[src/hdl/aer_serial_map.vh]
// offsets, field positions, reset values for the error-report/serial slice
// assumes a 32-bit classic wishbone slave with byte addresses
// Overview of operation
// - set mask bit suppresses matching correctable report
// - masks sticky read-write; advisory mask resets one
// - sticky 5-bit first-error pointer, read-only
// - bit 5 crc generate capable, lockable, one
// - bit 6 sticky crc generate enable
// - bit 7 crc check capable, lockable, one
// - bit 8 sticky crc check enable
// - first uncorrectable header captured in four logs
// - header words at consecutive rising offsets
// - capability identifier three in low sixteen bits
// - capability version one in bits 19:16
// - sticky lockable lower serial number word
// - correctable status bits set, write-one-clear
`ifndef AER_SERIAL_MAP_VH
`define AER_SERIAL_MAP_VH
`define OFF_CORR_STATUS 12'h110
`define OFF_CORR_MASK 12'h114
`define OFF_ERR_CTL 12'h118
`define OFF_HDR_LOG1 12'h11c
`define OFF_HDR_LOG2 12'h120
`define OFF_HDR_LOG3 12'h124
`define OFF_HDR_LOG4 12'h128
`define OFF_UNCORR_STATUS 12'h104
`define OFF_LOCK_CTL 12'h140
`define OFF_SER_CAP 12'h180
`define OFF_SER_LOW 12'h184
`define CORR_USED_MASK 32'h0000_31c1
`define CORR_MASK_RESET 32'h0000_2000
`define UNCORR_USED_MASK 32'h001f_f010
`define CTL_FEP_LSB 0
`define CTL_GEN_CAP 5
`define CTL_GEN_EN 6
`define CTL_CHK_CAP 7
`define CTL_CHK_EN 8
`define CAP_ID_VALUE 16'h0003
`define CAP_VER_VALUE 4'h1
`define NEXT_PTR_RESET 12'h000
`endif

[src/hdl/aer_mask_ctl_serial_regs.v]
// error-report mask/control, header log and serial number registers
// assumes classic wishbone master, byte addresses, one word per register
`timescale 1ns/1ns
`include "aer_serial_map.vh"
module aer_mask_ctl_serial_regs (
  // clock and resets
  input wire clk_i,
  input wire rst_i,
  input wire cold_rst_i,
  // wishbone slave
  input wire cyc_i,
  input wire stb_i,
  input wire we_i,
  input wire [11:0] adr_i,
  input wire [3:0] sel_i,
  input wire [31:0] dat_i,
  output reg [31:0] dat_o,
  output reg ack_o,
  output wire err_o,
  // lockable write permit
  input wire lock_open_i,
  // correctable events from link layers
  input wire [31:0] corr_event_i,
  output wire corr_report_o,
  // uncorrectable first-error capture
  input wire uncorr_err_i,
  input wire [4:0] uncorr_bit_i,
  input wire [127:0] uncorr_header_i,
  // datapath controls
  output wire crc_gen_enable_o,
  output wire crc_check_enable_o
);
  reg [31:0] correctable_error_mask;
  reg crc_gen_capable;
  reg crc_gen_enable;
  reg crc_check_capable;
  reg crc_check_enable;
  reg [11:0] next_capability_pointer;
  reg [31:0] serial_number_low;
  wire [31:0] correctable_status_reg;
  wire [4:0] first_error_pointer;
  wire [127:0] header_log_field;
  wire log_held;
  wire req;
  wire wr;
  wire [31:0] wmask;
  wire [31:0] corr_clear;
  wire hit;
  reg [31:0] rdata;

  // byte enables widen to a bit mask
  function [31:0] lanes;
    input [3:0] s;
    begin
      lanes = {{8{s[3]}}, {8{s[2]}}, {8{s[1]}}, {8{s[0]}}};
    end
  endfunction

  // a sticky write merges selected lanes only
  function [31:0] merge;
    input [31:0] old;
    input [31:0] data;
    input [31:0] m;
    begin
      merge = (old & ~m) | (data & m);
    end
  endfunction

  assign req = cyc_i && stb_i && !ack_o;
  assign wr = req && we_i;
  assign wmask = lanes(sel_i);
  assign corr_clear = (wr && adr_i == `OFF_CORR_STATUS) ?
    (dat_i & wmask) : 32'h0000_0000;
  assign crc_gen_enable_o = crc_gen_enable;
  assign crc_check_enable_o = crc_check_enable;

  corr_status_bank #(
    .WIDTH(32)
  ) u_status (
    .clk_i(clk_i),
    .cold_rst_i(cold_rst_i),
    .event_i(corr_event_i),
    .clear_i(corr_clear),
    .mask_i(correctable_error_mask),
    .used_i(`CORR_USED_MASK),
    .status_o(correctable_status_reg),
    .report_o(corr_report_o)
  );

  // rearm when software writes the uncorrectable status word with bit 0 set
  first_error_log #(
    .DW(32)
  ) u_log (
    .clk_i(clk_i),
    .cold_rst_i(cold_rst_i),
    .err_i(uncorr_err_i),
    .err_bit_i(uncorr_bit_i),
    .header_i(uncorr_header_i),
    .rearm_i(wr && adr_i == `OFF_UNCORR_STATUS && sel_i[0] && dat_i[0]),
    .pointer_o(first_error_pointer),
    .log_o(header_log_field),
    .held_o(log_held)
  );

  // sticky fields only react to the cold reset, hot reset leaves them
  always @(posedge clk_i) begin
    if (cold_rst_i) begin
      correctable_error_mask <= `CORR_MASK_RESET;
      crc_gen_enable <= 1'b0;
      crc_check_enable <= 1'b0;
      serial_number_low <= 32'h0000_0000;
    end else if (wr) begin
      case (adr_i)
        `OFF_CORR_MASK: begin
          correctable_error_mask <= merge(correctable_error_mask, dat_i,
            wmask & `CORR_USED_MASK);
        end
        `OFF_ERR_CTL: begin
          if (sel_i[0]) begin
            crc_gen_enable <= dat_i[`CTL_GEN_EN];
          end
          if (sel_i[1]) begin
            crc_check_enable <= dat_i[`CTL_CHK_EN];
          end
        end
        `OFF_SER_LOW: begin
          if (lock_open_i) begin
            serial_number_low <= merge(serial_number_low, dat_i,
              wmask);
          end
        end
        default: begin
        end
      endcase
    end
  end

  // non-sticky lockable fields return to defaults on any reset
  always @(posedge clk_i) begin
    if (rst_i || cold_rst_i) begin
      crc_gen_capable <= 1'b1;
      crc_check_capable <= 1'b1;
      next_capability_pointer <= `NEXT_PTR_RESET;
    end else if (wr && lock_open_i) begin
      if (adr_i == `OFF_ERR_CTL && sel_i[0]) begin
        crc_gen_capable <= dat_i[`CTL_GEN_CAP];
        crc_check_capable <= dat_i[`CTL_CHK_CAP];
      end
      if (adr_i == `OFF_SER_CAP) begin
        if (sel_i[2]) begin
          next_capability_pointer[3:0] <= dat_i[23:20];
        end
        if (sel_i[3]) begin
          next_capability_pointer[11:4] <= dat_i[31:24];
        end
      end
    end
  end

  // read mux; reserved bits and unmapped words return zero
  always @* begin
    rdata = 32'h0000_0000;
    case (adr_i)
      `OFF_CORR_STATUS: rdata = correctable_status_reg;
      `OFF_CORR_MASK: rdata = correctable_error_mask & `CORR_USED_MASK;
      `OFF_ERR_CTL: begin
        rdata[4:0] = first_error_pointer;
        rdata[`CTL_GEN_CAP] = crc_gen_capable;
        rdata[`CTL_GEN_EN] = crc_gen_enable;
        rdata[`CTL_CHK_CAP] = crc_check_capable;
        rdata[`CTL_CHK_EN] = crc_check_enable;
      end
      `OFF_HDR_LOG1: rdata = header_log_field[31:0];
      `OFF_HDR_LOG2: rdata = header_log_field[63:32];
      `OFF_HDR_LOG3: rdata = header_log_field[95:64];
      `OFF_HDR_LOG4: rdata = header_log_field[127:96];
      `OFF_UNCORR_STATUS: rdata = {31'h0000_0000, log_held};
      `OFF_LOCK_CTL: rdata = {31'h0000_0000, lock_open_i};
      `OFF_SER_CAP: begin
        rdata = {next_capability_pointer, `CAP_VER_VALUE,
          `CAP_ID_VALUE};
      end
      `OFF_SER_LOW: rdata = serial_number_low;
      default: rdata = 32'h0000_0000;
    endcase
  end

  assign hit = 1'b1;
  assign err_o = 1'b0; // unmapped words ack with zero, never error

  // one wait state: ack and data registered together
  always @(posedge clk_i) begin
    if (rst_i || cold_rst_i) begin
      ack_o <= 1'b0;
      dat_o <= 32'h0000_0000;
    end else begin
      ack_o <= req && hit;
      if (req && !we_i) begin
        dat_o <= rdata;
      end
    end
  end
endmodule

[src/hdl/corr_status_bank.v]
// sticky write-one-to-clear correctable status with per-bit masking
// assumes event pulses are synchronous to clk_i
`timescale 1ns/1ns
module corr_status_bank #(
  parameter WIDTH = 32
) (
  // clock and resets
  input wire clk_i,
  input wire cold_rst_i,
  // events and software clear
  input wire [WIDTH-1:0] event_i,
  input wire [WIDTH-1:0] clear_i,
  input wire [WIDTH-1:0] mask_i,
  input wire [WIDTH-1:0] used_i,
  // state
  output wire [WIDTH-1:0] status_o,
  output wire report_o
);
  reg [WIDTH-1:0] status;
  genvar g;
  // set wins over clear so an event in the clearing cycle is kept
  generate
    for (g = 0; g < WIDTH; g = g + 1) begin : bits
      always @(posedge clk_i) begin
        if (cold_rst_i) begin
          status[g] <= 1'b0;
        end else if (used_i[g] && event_i[g]) begin
          status[g] <= 1'b1;
        end else if (clear_i[g]) begin
          status[g] <= 1'b0;
        end
      end
    end
  endgenerate
  assign status_o = status & used_i;
  // masked events never reach the root complex
  assign report_o = |(event_i & used_i & ~mask_i);
endmodule

[src/hdl/first_error_log.v]
// first-error capture: pointer and four header words, sticky
// assumes err_bit_i holds the uncorrectable status position of err_i
`timescale 1ns/1ns
module first_error_log #(
  parameter DW = 32
) (
  // clock and resets
  input wire clk_i,
  input wire cold_rst_i,
  // error report from the link
  input wire err_i,
  input wire [4:0] err_bit_i,
  input wire [4*DW-1:0] header_i,
  input wire rearm_i,
  // captured state
  output reg [4:0] pointer_o,
  output reg [4*DW-1:0] log_o,
  output reg held_o
);
  // only the first report is logged until software rearms
  always @(posedge clk_i) begin
    if (cold_rst_i) begin
      pointer_o <= 5'h00;
      log_o <= {4*DW{1'b0}};
      held_o <= 1'b0;
    end else if (err_i && !held_o) begin
      pointer_o <= err_bit_i;
      log_o <= header_i;
      held_o <= 1'b1;
    end else if (rearm_i) begin
      held_o <= 1'b0;
    end
  end
endmodule
[config.mk]
export PLATFORM = sky130hd
export DESIGN_NAME = aer_mask_ctl_serial_regs
export DESIGN_NICKNAME = d
export VERILOG_FILES = /design/src/hdl/aer_mask_ctl_serial_regs.v /design/src/hdl/corr_status_bank.v /design/src/hdl/first_error_log.v
export VERILOG_INCLUDE_DIRS = /design/src /design/src/hdl
export SDC_FILE = /design/constraint.sdc
export NUM_CORES = 1
export LEC_CHECK = 0
export BUFFER_PORTS_ARGS = -buffer_cell sky130_fd_sc_hd__clkbuf_2
export CAP_MARGIN = 25
export CORE_ASPECT_RATIO = 2
export CORE_MARGIN = 2
export CORE_UTILIZATION = 53
export CTS_CLUSTER_DIAMETER = 200
export DETAILED_ROUTE_END_ITERATION = 7
export GPL_TIMING_DRIVEN = 0
export PLACE_DENSITY_LB_ADDON = 0.25
export SLEW_MARGIN = 20
export SYNTH_ARGS = -nofsm -noshare
export SYNTH_HDL_FRONTEND = slang
export SYNTH_SLANG_ARGS = --single-unit
[constraint.sdc]
create_clock -name clk_i -period 2.56 [get_ports clk_i]
set_clock_uncertainty 0.05 [all_clocks]
set_input_delay 0.256 -clock clk_i [delete_from_list [all_inputs] [get_ports clk_i]]
set_output_delay 0.256 -clock clk_i [all_outputs]
set_load 0.05 [all_outputs]
Word level (Yosys, flattened, before mapping)
Index checks and enable logic that the tools add are counted.

storage, ports and cells
  register bits = 253
  bits of input ports = 221
  output and inout bits = 37
  word-level logic and storage cells = 87

operators by class
  equal/unequal tests = 11
  mux-type cells = 17
  bitwise gates (word level) = 10
  reduce and logical (&&, ||, !) cells = 30

operator list
  kind                                                                     number
  23-bit one-hot mux with 8 select lines                                   1
  12-bit by 9-bit equality test with 1-bit output (second input constant)  11
  9-bit one-hot mux with 11 select lines                                   1
  32-bit AND                                                               3
  32-bit NOT                                                               2
  32-bit bitwise OR                                                        2
  14-bit by 32-bit AND with 32-bit output                                  1
  32-bit by 14-bit AND with 32-bit output                                  1
  14-bit NOT with 32-bit output                                            1
  32-bit OR reduction                                                      1
  3-bit AND reduction                                                      5
  1-bit two-way mux                                                        14
  14-bit two-way mux                                                       1
  2-bit nonzero test                                                       7
  1-bit logical AND                                                        11
  2-bit AND reduction                                                      2
  1-bit zero test                                                          3
  1-bit logical OR                                                         1

Logic depth before layout (Yosys ltp)
  depth in word-level cells = 8
  depth in mapped cells = 9
  mapped depth without buffers = 5

Modules after synthesis
A second synthesis with hierarchy kept.

second synthesis, totals
  cells, all modules = 1430
  area total of the unflattened synthesis = 13287.7 µm²

modules (own cells, without submodules)
  module                    instances  cells each  area each (µm²)
  first_error_log           1          610         6421.2
  aer_mask_ctl_serial_regs  1          628         5320.1
  corr_status_bank          1          192         1546.5

Least setup slack after synthesis
No wires, ideal clock.

  kind = input-to-reg
  start point = in adr_i[6]
  end point = reg next_capability_pointer[0]
  data arrival time = 1.851 ns
  required time = 2.382 ns
  slack = 0.532 ns
  stages on the path = 8
  path buffers = 3
  cells stage by stage = buf_6 -> or4b_4 -> buf_6 -> nor4_4 -> and2b_1 -> buf_4 -> mux2i_1 -> nor2_1

on the way
  longest elaborated chain between the ends = 2

RTL lines
  what                                             RTL line                        text
  start: declaration                               aer_mask_ctl_serial_regs.v:14   input wire [11:0] adr_i,
  12-bit by 9-bit equality test with 1-bit output  --
  3-bit AND reduction (no line)                    --
  end signal: assignment                           aer_mask_ctl_serial_regs.v:143  next_capability_pointer <= `NEXT_PTR_RESET;
  end signal: assignment                           aer_mask_ctl_serial_regs.v:151  next_capability_pointer[3:0] <= dat_i[23:20];
  end: declaration                                 aer_mask_ctl_serial_regs.v:38   reg [11:0] next_capability_pointer;

No other way between the ends.
A chain may end at the register's enable or synchronous reset.

==> impl_metrics.py <==
metrics = {
    "timing": {
        "finalCriticalPeriod_ps": 2530,
        "hold_viol": 0,
        "slew_violations": 0,
        "rsz0062_at_grt": "no",
        "slew_headroom_pct": 28.6,
        "period_share_pct": 98.8,
        "setup_viol": 0,
        "fmax_mhz": 395,
        "worst_pin_slew_ps": 1070,
    },
    "placement": {
        "post-dp-hpwl_mm": 29.2,
        "gp_congestion": 0.998,
        "placed_cell_area_um2": 11400,
        "io_buffers": 228,
        "placedCellCount": 1646,
    },
    "critical_path": {
        "start_kind": "primary input",
        "arrival_ps": 2850,
        "crit_fanout": 10,
        "crit_slowest_cell": "nor4b_2",
        "crit_family": "simple AND/OR/NAND/NOR gates",
        "path_class": "primary input to flip-flop",
        "slowest_delay_ps": 920,
        "end_kind": "flip-flop",
        "worstPathRequired_ps": 2880,
        "critPathBufInv": 3,
        "cpMostUsedCell": "buf_2",
        "path_cells": "clkbuf_2 -> buf_2 -> buf_2 -> nor4b_2 -> nand4_2 -> mux2i_1 -> nor2_1",
    },
    "cts": {
        "cts_root_buf": "clkbuf_16",
        "cts.clk_slew.worst_paths_ps": 70,
        "clk-insertion-delay-late_ps": 510,
        "h-tree-depth": 1,
        "clkSinkCount": 227,
        "clock_path_buffers": 3,
        "cts_tree": "built",
        "numCtsBuffers": 20,
        "post-cts-setup-buffer-count": 0,
    },
    "die": {
        "core_um2": 18700,
        "die_area_um2": 20000,
        "start_util_pct": 53.6,
        "die_w_um": 101,
        "io_pins": 258,
        "rows": 71,
        "die_h_um": 198,
    },
    "logic_synthesis": {
        "synth_edf_count": 0,
        "syn-mean-instance-area_um2": 8.34,
        "synthSimpleGateAreaFrac_pct": 22.1,
        "synthArstFlopShare_pct": 0,
        "ys_ff_latch": 227,
        "synth_xor_area_share_pct": 0.0876,
        "yosysUniqueCellTypes": 72,
        "synthesis.nets": 1420,
        "synth_compound_area_share_pct": 20.1,
        "synthFlopType": "dfxtp_1",
        "synth_top_family_by_area": "simple AND/OR/NAND/NOR gates",
        "synthCells": 1199,
        "synthMuxAreaShare_pct": 7.67,
        "synth_fa_ha_area_share_pct": 0,
        "ys_warn_count": 0,
        "yosysSeqAreaShare_pct": 45.5,
        "syn_area_um2": 10000,
    },
    "route": {
        "drt-initial-drc-count": 830,
        "vias_per_cell": 6.01,
        "ant_nets": 0,
        "first_pass_iters": 6,
        "num_vias": 11115,
        "drc": 0,
        "routedWlPerCell_um": 22.4,
        "wl_mm": 41.4,
    },
    "job": {
        "max_cap_viol_count": 0,
    },
    "outcome": {
        "status": "complete, no violations",
    },
    "power": {
        "ir_drop_mv": 0.627,
        "leakagePower_nw": 5.58,
        "cellPowerDensity_nw_per_um2": 578,
    },
    "layout": {
        "fin_nets": 1835,
        "fin_cells": 1848,
        "design_area_um2": 13800,
        "drive_above_1_share_pct": 19.8,
        "finish.utilization_pct": 73.8,
        "fillers": 1374,
        "syn2layout_area_growth_pct": 37.7,
    },
    "global_route": {
        "grt_pass1_wl_mm": 61.7,
        "grt_antenna_before_repair": 1,
        "grt_max_degree": 18,
        "grt_pass1_vias": 11360,
        "globalRouteTotalUtil_pct": 40.7,
        "grt_overflow": 0,
    },
    "hold_path": {
        "hold_class": "primary input to flip-flop",
    },
}
worst paths after layout:
| check | startpoint | slack (ps) | to | cells after the start |
|---|---|---|---|---|
| hold reg to reg | u_log.log_o[40]$_SDFFE_PP0P_ | 410 | u_log.log_o[40]$_SDFFE_PP0P_ | 2 |
| hold / removal | dat_i[16] | 10 | flip-flop | 3 |
| setup / recovery | adr_i[4] | 30 | flip-flop | 7 |
| setup reg to reg | ack_o$_SDFF_PP0_ | 140 | flip-flop | 6 |
cells in the mapped netlist, drive strengths merged, types with 2 or more instances:
library cell / count / area share (%)
o21ai: 17 / 0.93
a32o: 2 / 0.20
nor4b: 4 / 0.48
mux2: 5 / 0.56
a21boi: 13 / 0.98
nor2: 78 / 3.0
a22o: 18 / 1.6
a31o: 2 / 0.18
o31ai: 3 / 0.23
a222oi: 12 / 1.2
nor2b: 7 / 0.44
o32a: 3 / 0.30
buf: 23 / 1.4
nor4: 6 / 1.0
and2: 3 / 0.19
nand3b: 7 / 0.53
a21oi: 151 / 7.6
mux2i: 71 / 7.1
nand4: 3 / 0.31
a221oi: 7 / 0.74
o22ai: 6 / 0.38
nor3: 21 / 1.5
a32oi: 7 / 0.61
clkbuf: 75 / 2.8
and3: 2 / 0.13
nand2b: 7 / 0.44
nand3: 19 / 1.0
o2bb2ai: 4 / 0.35
a221o: 3 / 0.30
o211ai: 2 / 0.15
nand2: 308 / 12
a211oi: 12 / 0.90
a22oi: 29 / 2.2
inv: 6 / 0.23
o221ai: 3 / 0.26
or4b: 6 / 0.71
o311a: 2 / 0.20
or3: 3 / 0.19
a2111oi: 2 / 0.18
o32ai: 2 / 0.18
or2: 4 / 0.25
dfxtp: 227 / 45
a31oi: 2 / 0.13
a2bb2oi: 2 / 0.18
cell type report:
| cell class | instances | area (um2) | area share (%) |
|---|---|---|---|
| clock buffers | 23 | 543 | 3.95 |
| plain buffers | 97 | 424 | 3.08 |
| flip-flops and latches | 227 | 4540 | 33.0 |
| inverters | 6 | 22.5 | 0.164 |
| repair buffers | 394 | 2800 | 20.4 |
| well taps | 219 | 274 | 1.99 |
| multi-input cells | 868 | 5010 | 36.4 |
| diodes | 2 | 5.00 | 0.0364 |
| clock inverters | 12 | 133 | 0.964 |
metrics by stage:
stage,setup TNS (ps),hold WS [ps],power (W),setup WS [ps]
6_report,0,12.1,0.00795,29.9
5_1_grt,0,21.0,0.00816,60.2
4_1_cts,0,2.52,0.00788,130
3_5_place_dp,-8240,394,0.00460,-331
3_3_place_gp,-9470,388,0.00458,-433
2_1_floorplan,0,323,0.00420,532
cell usage in the layout (no fill, tap or decap), types with 5 or more instances in the layout:
cell,netlist,layout
nor3_1,15,15
a21oi_1,151,151
nand2_1,308,308
mux2i_1,71,71
dfxtp_1,227,227
o21ai_0,15,15
nor2b_1,7,7
clkbuf_2,1,230
a222oi_1,12,12
dlygate4sd3_1,0,166
nand2b_1,7,7
nand3b_1,7,7
a21boi_0,10,10
clkbuf_16,0,21
mux2_2,5,5
clkbuf_1,74,73
a22oi_1,29,29
a32oi_1,7,7
a22o_1,18,18
a221oi_1,5,5
nor2_1,77,77
nand3_1,18,18
a211oi_1,12,12
buf_2,13,13
inv_1,6,6
o22ai_1,6,6
worst min-delay path: stages:
cell      delay (ps)
clkbuf_2         100
mux2i_1           70
nor2_1           100
repair_timing:
action	CTS	global route
hold buffers	166	0
endpoints found under the hold margin	173	0
endpoints found under the setup margin	0	63
gates resized for setup	0	2
power by group:
group / internal (W) / switching, W / leakage, nW
Combinational: 0.000443 / 0.000584 / 3.41
Sequential: 0.00366 / 0.0000891 / 1.85
Clock: 0.00175 / 0.00143 / 0.325
Total: 0.00585 / 0.00210 / 5.58
kinds of logic after synthesis:
| family | Yosys count |
|---|---|
| compound gates | 307 |
| xor+xnor | 1 |
| buf+inv | 104 |
| flops | 227 |
| mux | 76 |
| other cells | 1 |
| simple gates | 483 |
routing by layer:
metal  GRT usage (%)  routed length (um)
met1            42.1               13900
met2            71.2               20900
met3            6.42                3010
met4            31.6                3630
met5               0                   0
(Power assumes the default switching activity.)
